**src/design/card_host_defs.svh**
```systemverilog
// Timing figures and pin layout constants for the memory card host port.
// Assumes a 10 ns system clock; counts are derived from the figures here.
`ifndef CARD_HOST_DEFS_SVH
`define CARD_HOST_DEFS_SVH

`define CLK_PERIOD_NS    10
`define RST_PULSE_NS     200
`define READ_ACCESS_NS   200
`define WRITE_PULSE_NS   100
`define SETUP_NS         10
`define HOLD_NS          40
// Least times round up to whole cycles
`define CEIL_CYCLES(ns)  (((ns) + `CLK_PERIOD_NS - 1) / `CLK_PERIOD_NS)
`define RST_CYCLES       `CEIL_CYCLES(`RST_PULSE_NS)
`define READ_CYCLES      `CEIL_CYCLES(`READ_ACCESS_NS)
`define WRITE_CYCLES     `CEIL_CYCLES(`WRITE_PULSE_NS)
`define HOLD_CYCLES      `CEIL_CYCLES(`HOLD_NS)
`define SYNC_LATENCY     3
`define ADDR_W           26
`define DATA_W           16
`define LOW_LANE_OE_N    16'hff00
`define ALL_LANES_OE_N   16'h0000
`define NO_LANES_OE_N    16'hffff

`endif

```
**src/design/card_host_pkg.sv**
```systemverilog
// Types shared by the memory card host port.
// Assumes card_host_defs.svh is on the include path.
`include "card_host_defs.svh"

package card_host_pkg;

	typedef struct packed {
		logic                 write;
		logic                 reg_space;
		logic                 byte_mode;
		logic [`ADDR_W-1:0]   addr;
		logic [`DATA_W-1:0]   wdata;
	} req_t;

	typedef struct packed {
		logic [`ADDR_W-1:0]   addr;
		logic                 even_n;
		logic                 odd_n;
		logic                 oe_n;
		logic                 we_n;
		logic                 reg_n;
		logic                 rst;
		logic [`DATA_W-1:0]   dout;
		logic [`DATA_W-1:0]   dout_oe_n;
	} pins_t;

	typedef enum logic [2:0] {
		ST_RESET  = 3'b000,
		ST_IDLE   = 3'b001,
		ST_ARM    = 3'b010,
		ST_SETUP  = 3'b011,
		ST_STROBE = 3'b100,
		ST_HOLD   = 3'b101
	} state_t;

endpackage

```
**src/design/card_sync.sv**
```systemverilog
// Three-stage synchroniser for card pins sampled on the system clock.
// Assumes inputs are asynchronous; a bit changes once stages two and three agree.
`timescale 1ns/1ns

module card_sync #(
	parameter int WIDTH = 19
) (
	input  wire logic             clk_in,
	input  wire logic             srst_in,
	input  wire logic [WIDTH-1:0] async_in,
	output logic      [WIDTH-1:0] stable_out
);

	logic [WIDTH-1:0] s1_reg, s2_reg, s3_reg, out_reg;
	logic [WIDTH-1:0] out_next;

	////////////////////////////////////////////////////////////////////////
	// Stage one feeds stage two only; filtering looks at two and three
	always_comb begin
		out_next = out_reg;
		for (int i = 0; i < WIDTH; i++) begin
			if (s2_reg[i] == s3_reg[i]) begin
				out_next[i] = s3_reg[i];
			end
		end
	end

	always_ff @(posedge clk_in) begin
		if (srst_in) begin
			s1_reg  <= '0;
			s2_reg  <= '0;
			s3_reg  <= '0;
			out_reg <= '0;
		end else begin
			s1_reg  <= async_in;
			s2_reg  <= s1_reg;
			s3_reg  <= s2_reg;
			out_reg <= out_next;
		end
	end

	assign stable_out = out_reg;

endmodule

```
**src/design/card_host.sv**
```systemverilog
// Host socket controller driving a 68-pin parallel flash memory card.
// Assumes a user-side request port on clk_in; card pins are asynchronous.
`timescale 1ns/1ns
`include "card_host_defs.svh"

// Functional notes
// - The host still drives address bit 25 although the card leaves it unconnected.
// - The even enable selects even bytes and the odd enable odd bytes; with bit 0 a byte host reaches all bytes.
// - The host lowers output enable to request read data and the card drives only while it is low.
// - The host lowers write enable to present write data, which the card captures under the strobe.
// - A high reset pulse of at least 200 ns returns the card to its power-on state.
module card_host #(
	parameter int RST_CYCLES   = `RST_CYCLES,
	parameter int READ_CYCLES  = `READ_CYCLES,
	parameter int WRITE_CYCLES = `WRITE_CYCLES,
	parameter int HOLD_CYCLES  = `HOLD_CYCLES
) (
	input  wire logic                clk_in,
	input  wire logic                srst_in,
	input  wire card_host_pkg::req_t req_in,
	input  wire logic                req_valid_in,
	output logic                     req_ready_out,
	input  wire logic                card_reset_req_in,
	output logic                     rsp_valid_out,
	output logic                     rsp_err_out,
	output logic [`DATA_W-1:0]       rsp_data_out,
	output logic [`ADDR_W-1:0]       address_bus_out,
	output logic                     even_byte_enable_n_out,
	output logic                     odd_byte_enable_n_out,
	output logic                     oe_n_out,
	output logic                     we_n_out,
	output logic                     reg_select_n_out,
	output logic                     card_reset_out,
	output logic [`DATA_W-1:0]       data_bus_out,
	output logic [`DATA_W-1:0]       data_bus_oe_n_out,
	input  wire logic [`DATA_W-1:0]  data_bus_in,
	input  wire logic                ready_busy_in,
	input  wire logic                write_protect_in,
	input  wire logic                wait_n_in,
	output logic                     card_ready_out,
	output logic                     write_protected_out
);

	// Counters are eight bits wide; refuse counts they cannot hold
	if (RST_CYCLES < 1 || READ_CYCLES < 1 || WRITE_CYCLES < 1 || HOLD_CYCLES < 1 ||
	    RST_CYCLES > 255 || READ_CYCLES + `SYNC_LATENCY > 255 || WRITE_CYCLES > 255 ||
	    HOLD_CYCLES + `SYNC_LATENCY > 255) begin : g_bad_counts
		$error("card_host: cycle counts out of range");
	end

	////////////////////////////////////////////////////////////////////////
	// Pin synchronisation
	logic [`DATA_W-1:0] din_sync;
	logic               rb_sync, wp_sync, wait_n_sync;

	card_sync #(.WIDTH(`DATA_W + 3)) u_sync (
		.clk_in     (clk_in),
		.srst_in    (srst_in),
		.async_in   ({data_bus_in, ready_busy_in, write_protect_in, wait_n_in}),
		.stable_out ({din_sync, rb_sync, wp_sync, wait_n_sync})
	);

	////////////////////////////////////////////////////////////////////////
	// Pin images
	function automatic card_host_pkg::pins_t idle_pins(input logic rst);
		card_host_pkg::pins_t p;
		p           = '0;
		p.even_n    = 1'b1;
		p.odd_n     = 1'b1;
		p.oe_n      = 1'b1;
		p.we_n      = 1'b1;
		p.reg_n     = 1'b1;
		p.rst       = rst;
		p.dout_oe_n = `NO_LANES_OE_N;
		return p;
	endfunction

	function automatic card_host_pkg::pins_t access_pins(input card_host_pkg::req_t r);
		card_host_pkg::pins_t p;
		p        = idle_pins(1'b0);
		p.addr   = r.addr;
		p.even_n = 1'b0;
		p.odd_n  = r.byte_mode;
		p.reg_n  = ~r.reg_space;
		if (!r.byte_mode) begin
			p.addr[0] = 1'b0;
		end
		if (r.write) begin
			p.dout      = r.byte_mode ? {8'h00, r.wdata[7:0]} : r.wdata;
			p.dout_oe_n = r.byte_mode ? `LOW_LANE_OE_N : `ALL_LANES_OE_N;
		end
		return p;
	endfunction

	////////////////////////////////////////////////////////////////////////
	// Access sequencer
	card_host_pkg::state_t state_reg, state_next;
	card_host_pkg::pins_t  pins_reg, pins_next;
	card_host_pkg::req_t   req_reg, req_next;
	logic [7:0]            cnt_reg, cnt_next;
	logic                  ready_reg, ready_next;
	logic                  rsp_valid_reg, rsp_valid_next;
	logic                  rsp_err_reg, rsp_err_next;
	logic [`DATA_W-1:0]    rsp_data_reg, rsp_data_next;
	logic                  accept;

	assign accept = req_valid_in && ready_reg;

	always_comb begin
		state_next     = state_reg;
		pins_next      = pins_reg;
		req_next       = req_reg;
		cnt_next       = cnt_reg;
		rsp_valid_next = 1'b0;
		rsp_err_next   = rsp_err_reg;
		rsp_data_next  = rsp_data_reg;
		unique case (state_reg)
			card_host_pkg::ST_RESET: begin
				pins_next = idle_pins(1'b1);
				if (cnt_reg >= 8'(RST_CYCLES - 1)) begin
					pins_next  = idle_pins(1'b0);
					state_next = card_host_pkg::ST_IDLE;
				end else begin
					cnt_next = cnt_reg + 8'h01;
				end
			end
			card_host_pkg::ST_IDLE: begin
				cnt_next = 8'h00;
				if (card_reset_req_in) begin
					// Raise reset at once so the pulse spans the full count
					pins_next  = idle_pins(1'b1);
					state_next = card_host_pkg::ST_RESET;
				end else if (accept) begin
					req_next = req_in;
					if (req_in.write && wp_sync) begin
						// Card would drop the write silently; report it instead
						rsp_valid_next = 1'b1;
						rsp_err_next   = 1'b1;
						rsp_data_next  = '0;
					end else begin
						state_next = card_host_pkg::ST_ARM;
					end
				end
			end
			card_host_pkg::ST_ARM: begin
				if (rb_sync) begin
					pins_next  = access_pins(req_reg);
					state_next = card_host_pkg::ST_SETUP;
				end
			end
			card_host_pkg::ST_SETUP: begin
				pins_next.oe_n = req_reg.write;
				pins_next.we_n = ~req_reg.write;
				cnt_next       = req_reg.write ? 8'(WRITE_CYCLES - 1) : 8'(READ_CYCLES + `SYNC_LATENCY - 1);
				state_next     = card_host_pkg::ST_STROBE;
			end
			card_host_pkg::ST_STROBE: begin
				if (cnt_reg != 8'h00) begin
					cnt_next = cnt_reg - 8'h01;
				end else if (wait_n_sync) begin
					pins_next.oe_n = 1'b1;
					pins_next.we_n = 1'b1;
					rsp_err_next   = 1'b0;
					rsp_data_next  = req_reg.write ? '0 :
					                 (req_reg.byte_mode ? {8'h00, din_sync[7:0]} : din_sync);
					// Hold long enough for a fresh busy level to reach rb_sync
					cnt_next       = 8'(HOLD_CYCLES + `SYNC_LATENCY - 1);
					state_next     = card_host_pkg::ST_HOLD;
				end
			end
			card_host_pkg::ST_HOLD: begin
				if (cnt_reg != 8'h00) begin
					cnt_next = cnt_reg - 8'h01;
				end else begin
					pins_next      = idle_pins(1'b0);
					rsp_valid_next = 1'b1;
					state_next     = card_host_pkg::ST_IDLE;
				end
			end
		endcase
		if (state_next == card_host_pkg::ST_RESET && state_reg != card_host_pkg::ST_RESET) begin
			cnt_next = 8'h00;
		end
		ready_next = (state_next == card_host_pkg::ST_IDLE) && !rsp_valid_next;
	end

	always_ff @(posedge clk_in) begin
		if (srst_in) begin
			state_reg     <= card_host_pkg::ST_RESET;
			pins_reg      <= idle_pins(1'b1);
			req_reg       <= '0;
			cnt_reg       <= 8'h00;
			ready_reg     <= 1'b0;
			rsp_valid_reg <= 1'b0;
			rsp_err_reg   <= 1'b0;
			rsp_data_reg  <= '0;
		end else begin
			state_reg     <= state_next;
			pins_reg      <= pins_next;
			req_reg       <= req_next;
			cnt_reg       <= cnt_next;
			ready_reg     <= ready_next;
			rsp_valid_reg <= rsp_valid_next;
			rsp_err_reg   <= rsp_err_next;
			rsp_data_reg  <= rsp_data_next;
		end
	end

	assign req_ready_out          = ready_reg;
	assign rsp_valid_out          = rsp_valid_reg;
	assign rsp_err_out            = rsp_err_reg;
	assign rsp_data_out           = rsp_data_reg;
	assign address_bus_out        = pins_reg.addr;
	assign even_byte_enable_n_out = pins_reg.even_n;
	assign odd_byte_enable_n_out  = pins_reg.odd_n;
	assign oe_n_out               = pins_reg.oe_n;
	assign we_n_out               = pins_reg.we_n;
	assign reg_select_n_out       = pins_reg.reg_n;
	assign card_reset_out         = pins_reg.rst;
	assign data_bus_out           = pins_reg.dout;
	assign data_bus_oe_n_out      = pins_reg.dout_oe_n;
	// Alternate ready-busy meanings are set up by software through the attribute plane
	assign card_ready_out         = rb_sync;
	assign write_protected_out    = wp_sync;

	////////////////////////////////////////////////////////////////////////
	// Checks
	logic [7:0] rst_len_reg, rst_len_next;

	always_comb begin
		rst_len_next = pins_reg.rst ? ((rst_len_reg == 8'hff) ? rst_len_reg : rst_len_reg + 8'h01) : 8'h00;
	end

	always_ff @(posedge clk_in) begin
		if (srst_in) begin
			rst_len_reg <= 8'h00;
		end else begin
			rst_len_reg <= rst_len_next;
		end
	end
endmodule

```
**config.mk**
```make
export PLATFORM = sky130hd
export DESIGN_NAME = card_host
export DESIGN_NICKNAME = d
export VERILOG_FILES = /design/src/design/card_host_pkg.sv /design/src/design/card_sync.sv /design/src/design/card_host.sv
export VERILOG_INCLUDE_DIRS = /design/src /design/src/design
export SDC_FILE = /design/constraint.sdc
export NUM_CORES = 1
export LEC_CHECK = 0
export BUFFER_PORTS_ARGS = -buffer_cell sky130_fd_sc_hd__buf_2
export CAP_MARGIN = 10
export CORE_ASPECT_RATIO = 1.2
export CORE_MARGIN = 1.5
export CORE_UTILIZATION = 30
export CTS_CLUSTER_DIAMETER = 30
export DETAILED_ROUTE_END_ITERATION = 12
export GPL_ROUTABILITY_DRIVEN = 0
export SLEW_MARGIN = 20
export SYNTH_ARGS = -nofsm -noshare
export SYNTH_HDL_FRONTEND = slang
export SYNTH_SLANG_ARGS = --single-unit
export TNS_END_PERCENT = 100
```
**constraint.sdc**
```tcl
create_clock -name clk_in -period 2.1 [get_ports clk_in]
set_clock_uncertainty 0.1 [all_clocks]
set_input_delay 0.315 -clock clk_in [delete_from_list [all_inputs] [get_ports clk_in]]
set_output_delay 0.315 -clock clk_in [all_outputs]
set_load 0.05 [all_outputs]
```
======== After elaboration in Yosys (flattened, before gate mapping) ========
Cells that the tools add are included.
Widths: inputs -> output; s select.
storage, ports and cells
  word-level logic and storage cells ...... 149
  output and inout bits ................... 85
  register bits ........................... 215
  input bits .............................. 68
cells by class
  eq/ne operators ......................... 36
  add/subtract/negate cells ............... 2
  bitwise logic cells ..................... 3
  reductions and logical operators ........ 18
  $lt $le $gt $ge ......................... 1
  multiplexer cells ....................... 47
operators by type and width
  cell                 number
  $mux 64              3
  $mux 16              9
  $pmux 34 s4          1
  $pmux 28 s4          1
  $pmux 8 s5           1
  $mux 33              1
  $mux 32              1
  $mux 8               4
  $pmux 16 s2          1
  $mux 3               8
  $eq 1x1->1           19
  $pmux 3 s6           1
  $ne 2x2->1 const B   8
  $pmux 2 s6           1
  $mux 1               10
  $add 8x1->8 const B  1
  $ge 8x5->1 const B   1
  $reduce_and 4->1     2
  $reduce_bool 8->1    1
  $sub 8x1->8 const B  1
  $eq 3x1->1 const B   2
  $eq 3x2->1 const B   2
  $eq 3x3->1 const B   2
  $logic_not 3->1      2
  16 further kinds     24

======== Depth between registers and ports, before layout ========
  depth after elaboration ................. 8
  mapped depth ............................ 9
  gate-level depth less buffers ........... 7

======== Cells and area by module ========
From an unflattened synthesis, not the netlist that was laid out.
unflattened totals
  cells, all modules ...................... 860
  area, all modules ....................... 7475.9 um^2
modules (own cells, without submodules)
  module     times used  sequential area each (um^2)  cells each  area each (um^2)
  card_host  1           2502.4                       662         5268.8
  card_sync  1           1521.5                       198         2207.1

======== Least setup slack after synthesis ========
No wires, ideal clock.
  kind .................................... register to register
  from .................................... reg u_sync.out_reg[1] (netlist: u_sync.stable_out[1])
  to ...................................... reg cnt_reg[2]
  setup slack ............................. -78 ps
  buffers on the path ..................... 0
  arrival time ............................ 1940 ps
  required time ........................... 1862 ps
  cell stages (with the launch flop) ...... 5
  cell sequence ........................... dfxtp_1 -> nand2_1 -> a221o_1 -> o41ai_4 -> nor3_1
between the ends
  cells in the longest elaborated chain, start to end .. 8
ends and longest elaborated chain
  what                              line              RTL
  start, declared                   card_sync.sv:14   logic [WIDTH-1:0] s1_reg, s2_reg, s3_reg, out_reg;
  start signal, assigned            card_sync.sv:38   out_reg <= out_next;
  $logic_and 1x1->1                 card_host.sv:135  if (req_in.write && wp_sync) begin
  $mux 3                            card_host.sv:135
  $mux 3                            card_host.sv:133  end else if (accept) begin
  $mux 3                            card_host.sv:129  if (card_reset_req_in) begin
  $pmux 3 s6                        card_host.sv:117  unique case (state_reg)
  $logic_not 3->1                   card_host.sv:181  if (state_next == card_host_pkg::ST_RESET && state_reg != card_host_pkg::ST_RESET) begin
  $logic_and 1x1->1                 card_host.sv:181
  $reduce_or 2->1 (no source line)  --
  end signal, assigned              card_host.sv:201  cnt_reg <= cnt_next;
  end, declared                     card_host.sv:100  logic [7:0] cnt_reg, cnt_next;
No other way between the ends.
A chain may end at the register's enable or synchronous reset.

======== Final worst setup path ========
  from .................................... reg cnt_reg[0]
  to ...................................... reg cnt_reg[0]
between the ends
  cells in the longest elaborated chain, start to end .. 6
  elaborated cells on any way between the ends .. 19
ends and longest elaborated chain
  what                                             line
  $ge 8x5->1 or $reduce_bool 8->1 (tied branches)  card_host.sv:120, card_host.sv:158, card_host.sv:172
  $mux 3 (on tied branches)                        card_host.sv:120, card_host.sv:158, card_host.sv:172
  $pmux 3 s6                                       card_host.sv:117
  $logic_not 3->1                                  card_host.sv:181
  $logic_and 1x1->1                                card_host.sv:181
  $reduce_or 2->1 (no source line)                 --
Parallel ways exist; a longest one is shown, timed or not. The select of a mux whose other input is x is not followed.

==> flow_summary.yaml <==
status:
  status: "complete, no violations"
final_layout:
  finish.utilization_pct: 45.4
  largest_reg_flops: 45
  fin_cells: 1440
  nNetsFinal: 1160
  layout.area.seq_um2: 4030
  fillCellCount: 2281
  drive_gt1_share_pct: 29.5
  finalInstanceArea_um2: 11000
  multiInputGateArea_um2: 3160
  syn2layout_area_growth_pct: 48.0
setup_path:
  worst-setup-path-type: "reg2reg"
  worst_path_max_delay_cell: "or4b_4"
  worst-path-max-fanout: 8
  cp.arrival_ns: 2.35
  path_cells: "inv_2 -> ha_4 -> or4b_4 -> nor2_4 -> a221oi_4 -> o41ai_4 -> buf_6 -> a31oi_1"
  max_stage_delay_ns: 0.48
  cp_data_required_time_ns: 2.36
  critPathCaptureType: "flop"
  cp-start-kind: "flop"
clocking:
  cts_buffers: 37
  insertion_delay_ns: 0.51
  root_buffer: "clkbuf_16"
  cts.sinks: 201
  cts_tree: "built"
  ctsHtreeMaxLevel: 2
  cts.clk_slew.worst_paths_ns: 0.05
  cts_max_path_buffers: 3
synth:
  yosysWarnings: 0
  syn_area_um2: 7400
  ys.flop_type: "dfxtp_1"
  synth_top_cell_area_share_pct: 54.4
  avgSynthCellArea_um2: 8.81
  synthDistinctLibCells: 61
  yosysTopAreaCell: "dfxtp_1"
  synth_edf_count: 0
  synthesis.nets: 910
  synth_seq_cells: 201
  synth-async-reset-ratio_pct: 0
  yosysSeqAreaShare_pct: 54.4
  syn-instance-count: 840
  synth_top_cells_by_area: "dfxtp_1 54%, nand2_1 10%, a21oi_1 9.1%, nor2b_1 5.2%, o211ai_1 2.0%"
placement:
  place_inst: 1294
  dp.final_hpwl_um: 12400
  post_dp_cell_area_um2: 8750
  io_buffers: 152
  dp_slack_ns: -0.121
global_route:
  grt_pass1_wl_um: 31300
  grt_pass1_vias: 6284
  grt_start_max_net_pins: 96
  met3_usage_pct: 3.97
  overflow: 0
  grt.busiest_layer: "met2"
  antenna_found_initial: 0
  grt_usage_pct: 14.9
  grt.met2_usage_pct: 25.4
  grt_util_met1_pct: 17.5
worst_hold_path:
  hold_class: "in2reg"
die:
  core_area_um2: 24100
  die_area_um2: 25600
  initial_core_util_pct: 30.7
  rows: 62
  io_pins: 153
  die_x_um: 146
  die_y_um: 175
detailed_routing:
  wire_per_inst_um: 13.9
  vias_per_cell: 4.65
  via_count: 6703
  drtAntennaViolNets: 0
  wirelength_um: 20000
  first_pass_iters: 4
  dr.first_iter.drc_count: 357
  drcViolationCount: 0
sta:
  worst_slack_ns: 0.00547
  maxSlewHeadroom_pct: 52.4
  post-route-period-util_pct: 99.7
  tns_ns: 0
  setup_violations: 0
  hold_viol_final: 0
  rsz0062_at_grt: "yes"
  worst_slew_pin_slew_ns: 0.714
  finalMaxSlewViolations: 0
  period_minus_slack_ns: 2.09
  fmax_ghz: 0.477
job:
  maxCapViolations: 0
power_and_ir_drop:
  peakVddDrop_mv: 0.562
  p_per_area_nw_per_um2: 944
  power_leakage_nw: 4.23
[power breakdown]
part,internal [W],switching (W),total (W)
Clock,0.00399,0.00202,0.00601
Sequential,0.00388,0.0000275,0.00390
Combinational,0.000256,0.000180,0.000436
[path summary, 6_finish.rpt]
path                           from                end  slack (ns)  cells after the start
hold reg to reg   u_sync.s1_reg[17]  u_sync.s2_reg[17]        0.31                      1
hold / removal              srst_in    data_bus_out[9]        0.05                      2
setup reg to reg         cnt_reg[0]         cnt_reg[0]       0.005                      8
setup / recovery         cnt_reg[0]         cnt_reg[0]       0.005                      8
[cell usage in the layout (no fill, tap or decap), drive strengths merged, types with 2 or more instances in the layout]
cell	instances
ha	2
clkinvlp	4
nor4	2
a211oi	2
bufinv	4
nor4b	3
o41ai	4
a21oi	136
nor2b	61
nor3	5
o21bai	2
o211ai	20
a221o	3
inv	7
nand3	28
a31oi	2
a221oi	3
and2	8
o21ai	30
nand2	198
nand3b	2
o22ai	2
nor2	19
or3b	3
buf	215
o21a	2
a211o	3
a2111oi	2
dlygate4sd3	64
dfxtp	201
nand2b	2
a21o	3
clkinv	11
clkbuf	49
[area by class of cell]
type                    count  area share [%]
flip-flops and latches    201            36.8
multi-input cells         564            28.9
repair buffers            281            18.7
clock buffers              47            9.35
well taps                 320            3.65
clock inverters            21            2.44
inverters                   5           0.171
diodes                      1          0.0228
[synthesized netlist by cell type, types with 3 or more instances]
cell and count:
dfxtp_1 201, nand2_1 198, a21oi_1 135, nor2b_1 61, clkbuf_1 30, nand3_1 28
o21ai_0 28, o211ai_1 20, buf_4 19, nor2_1 19, buf_2 16, and2_1 7
buf_1 5, inv_1 4, nor3_1 4, a211o_1 3, a21o_1 3, a221o_1 3
or3b_2 3
[metrics by stage]
step	hold slack [ns]	total power (W)
2_1_floorplan	0.314	0.00413
3_3_place_gp	0.318	0.00427
3_5_place_dp	0.323	0.00428
4_1_cts	0.0374	0.0104
5_1_grt	0.0495	0.0107
6_report	0.0542	0.0103
[worst max-delay path: cells and delay by family, from the launching register on]
| kind | cells | cell delay, ns |
|---|---|---|
| buffers and inverters | 2 | 0.25 |
| DFF | 1 | 0.32 |
| adders and majority gates | 1 | 0.14 |
| and+or+nand+nor | 2 | 0.63 |
| AOI/OAI and AO/OA | 3 | 0.51 |
[per-layer routing]
layer,wire (µm),vias to the layer above,part of all wire (%)
li1,-,3347,-
met1,8410,3118,42
met2,9850,193,49
met3,1160,45,5.8
met4,577,0,2.9
met5,0,-,0
[kinds of logic (layout without fill, tap and decap cells)]
family,Yosys count,in the layout,share of synthesized area [%]
compound gates,220,220,18.2
buf+inv,75,354,5.04
flops,201,201,54.4
fa+ha+maj,2,2,0.338
mux,1,1,0.135
simple gates,341,341,21.9
other cells,0,1,0
[what timing repair did]
| item | CTS | global route |
|---|---|---|
| endpoints found under the setup margin | 25 | 67 |
| hold endpoints to repair | 64 | 0 |
| gates resized for setup | 9 | 24 |
| setup buffers | 2 | 8 |
| hold buffers | 64 | 0 |
| cloned | 1 | 2 |
| pin swaps | 2 | 15 |
(Power assumes the default switching activity.)
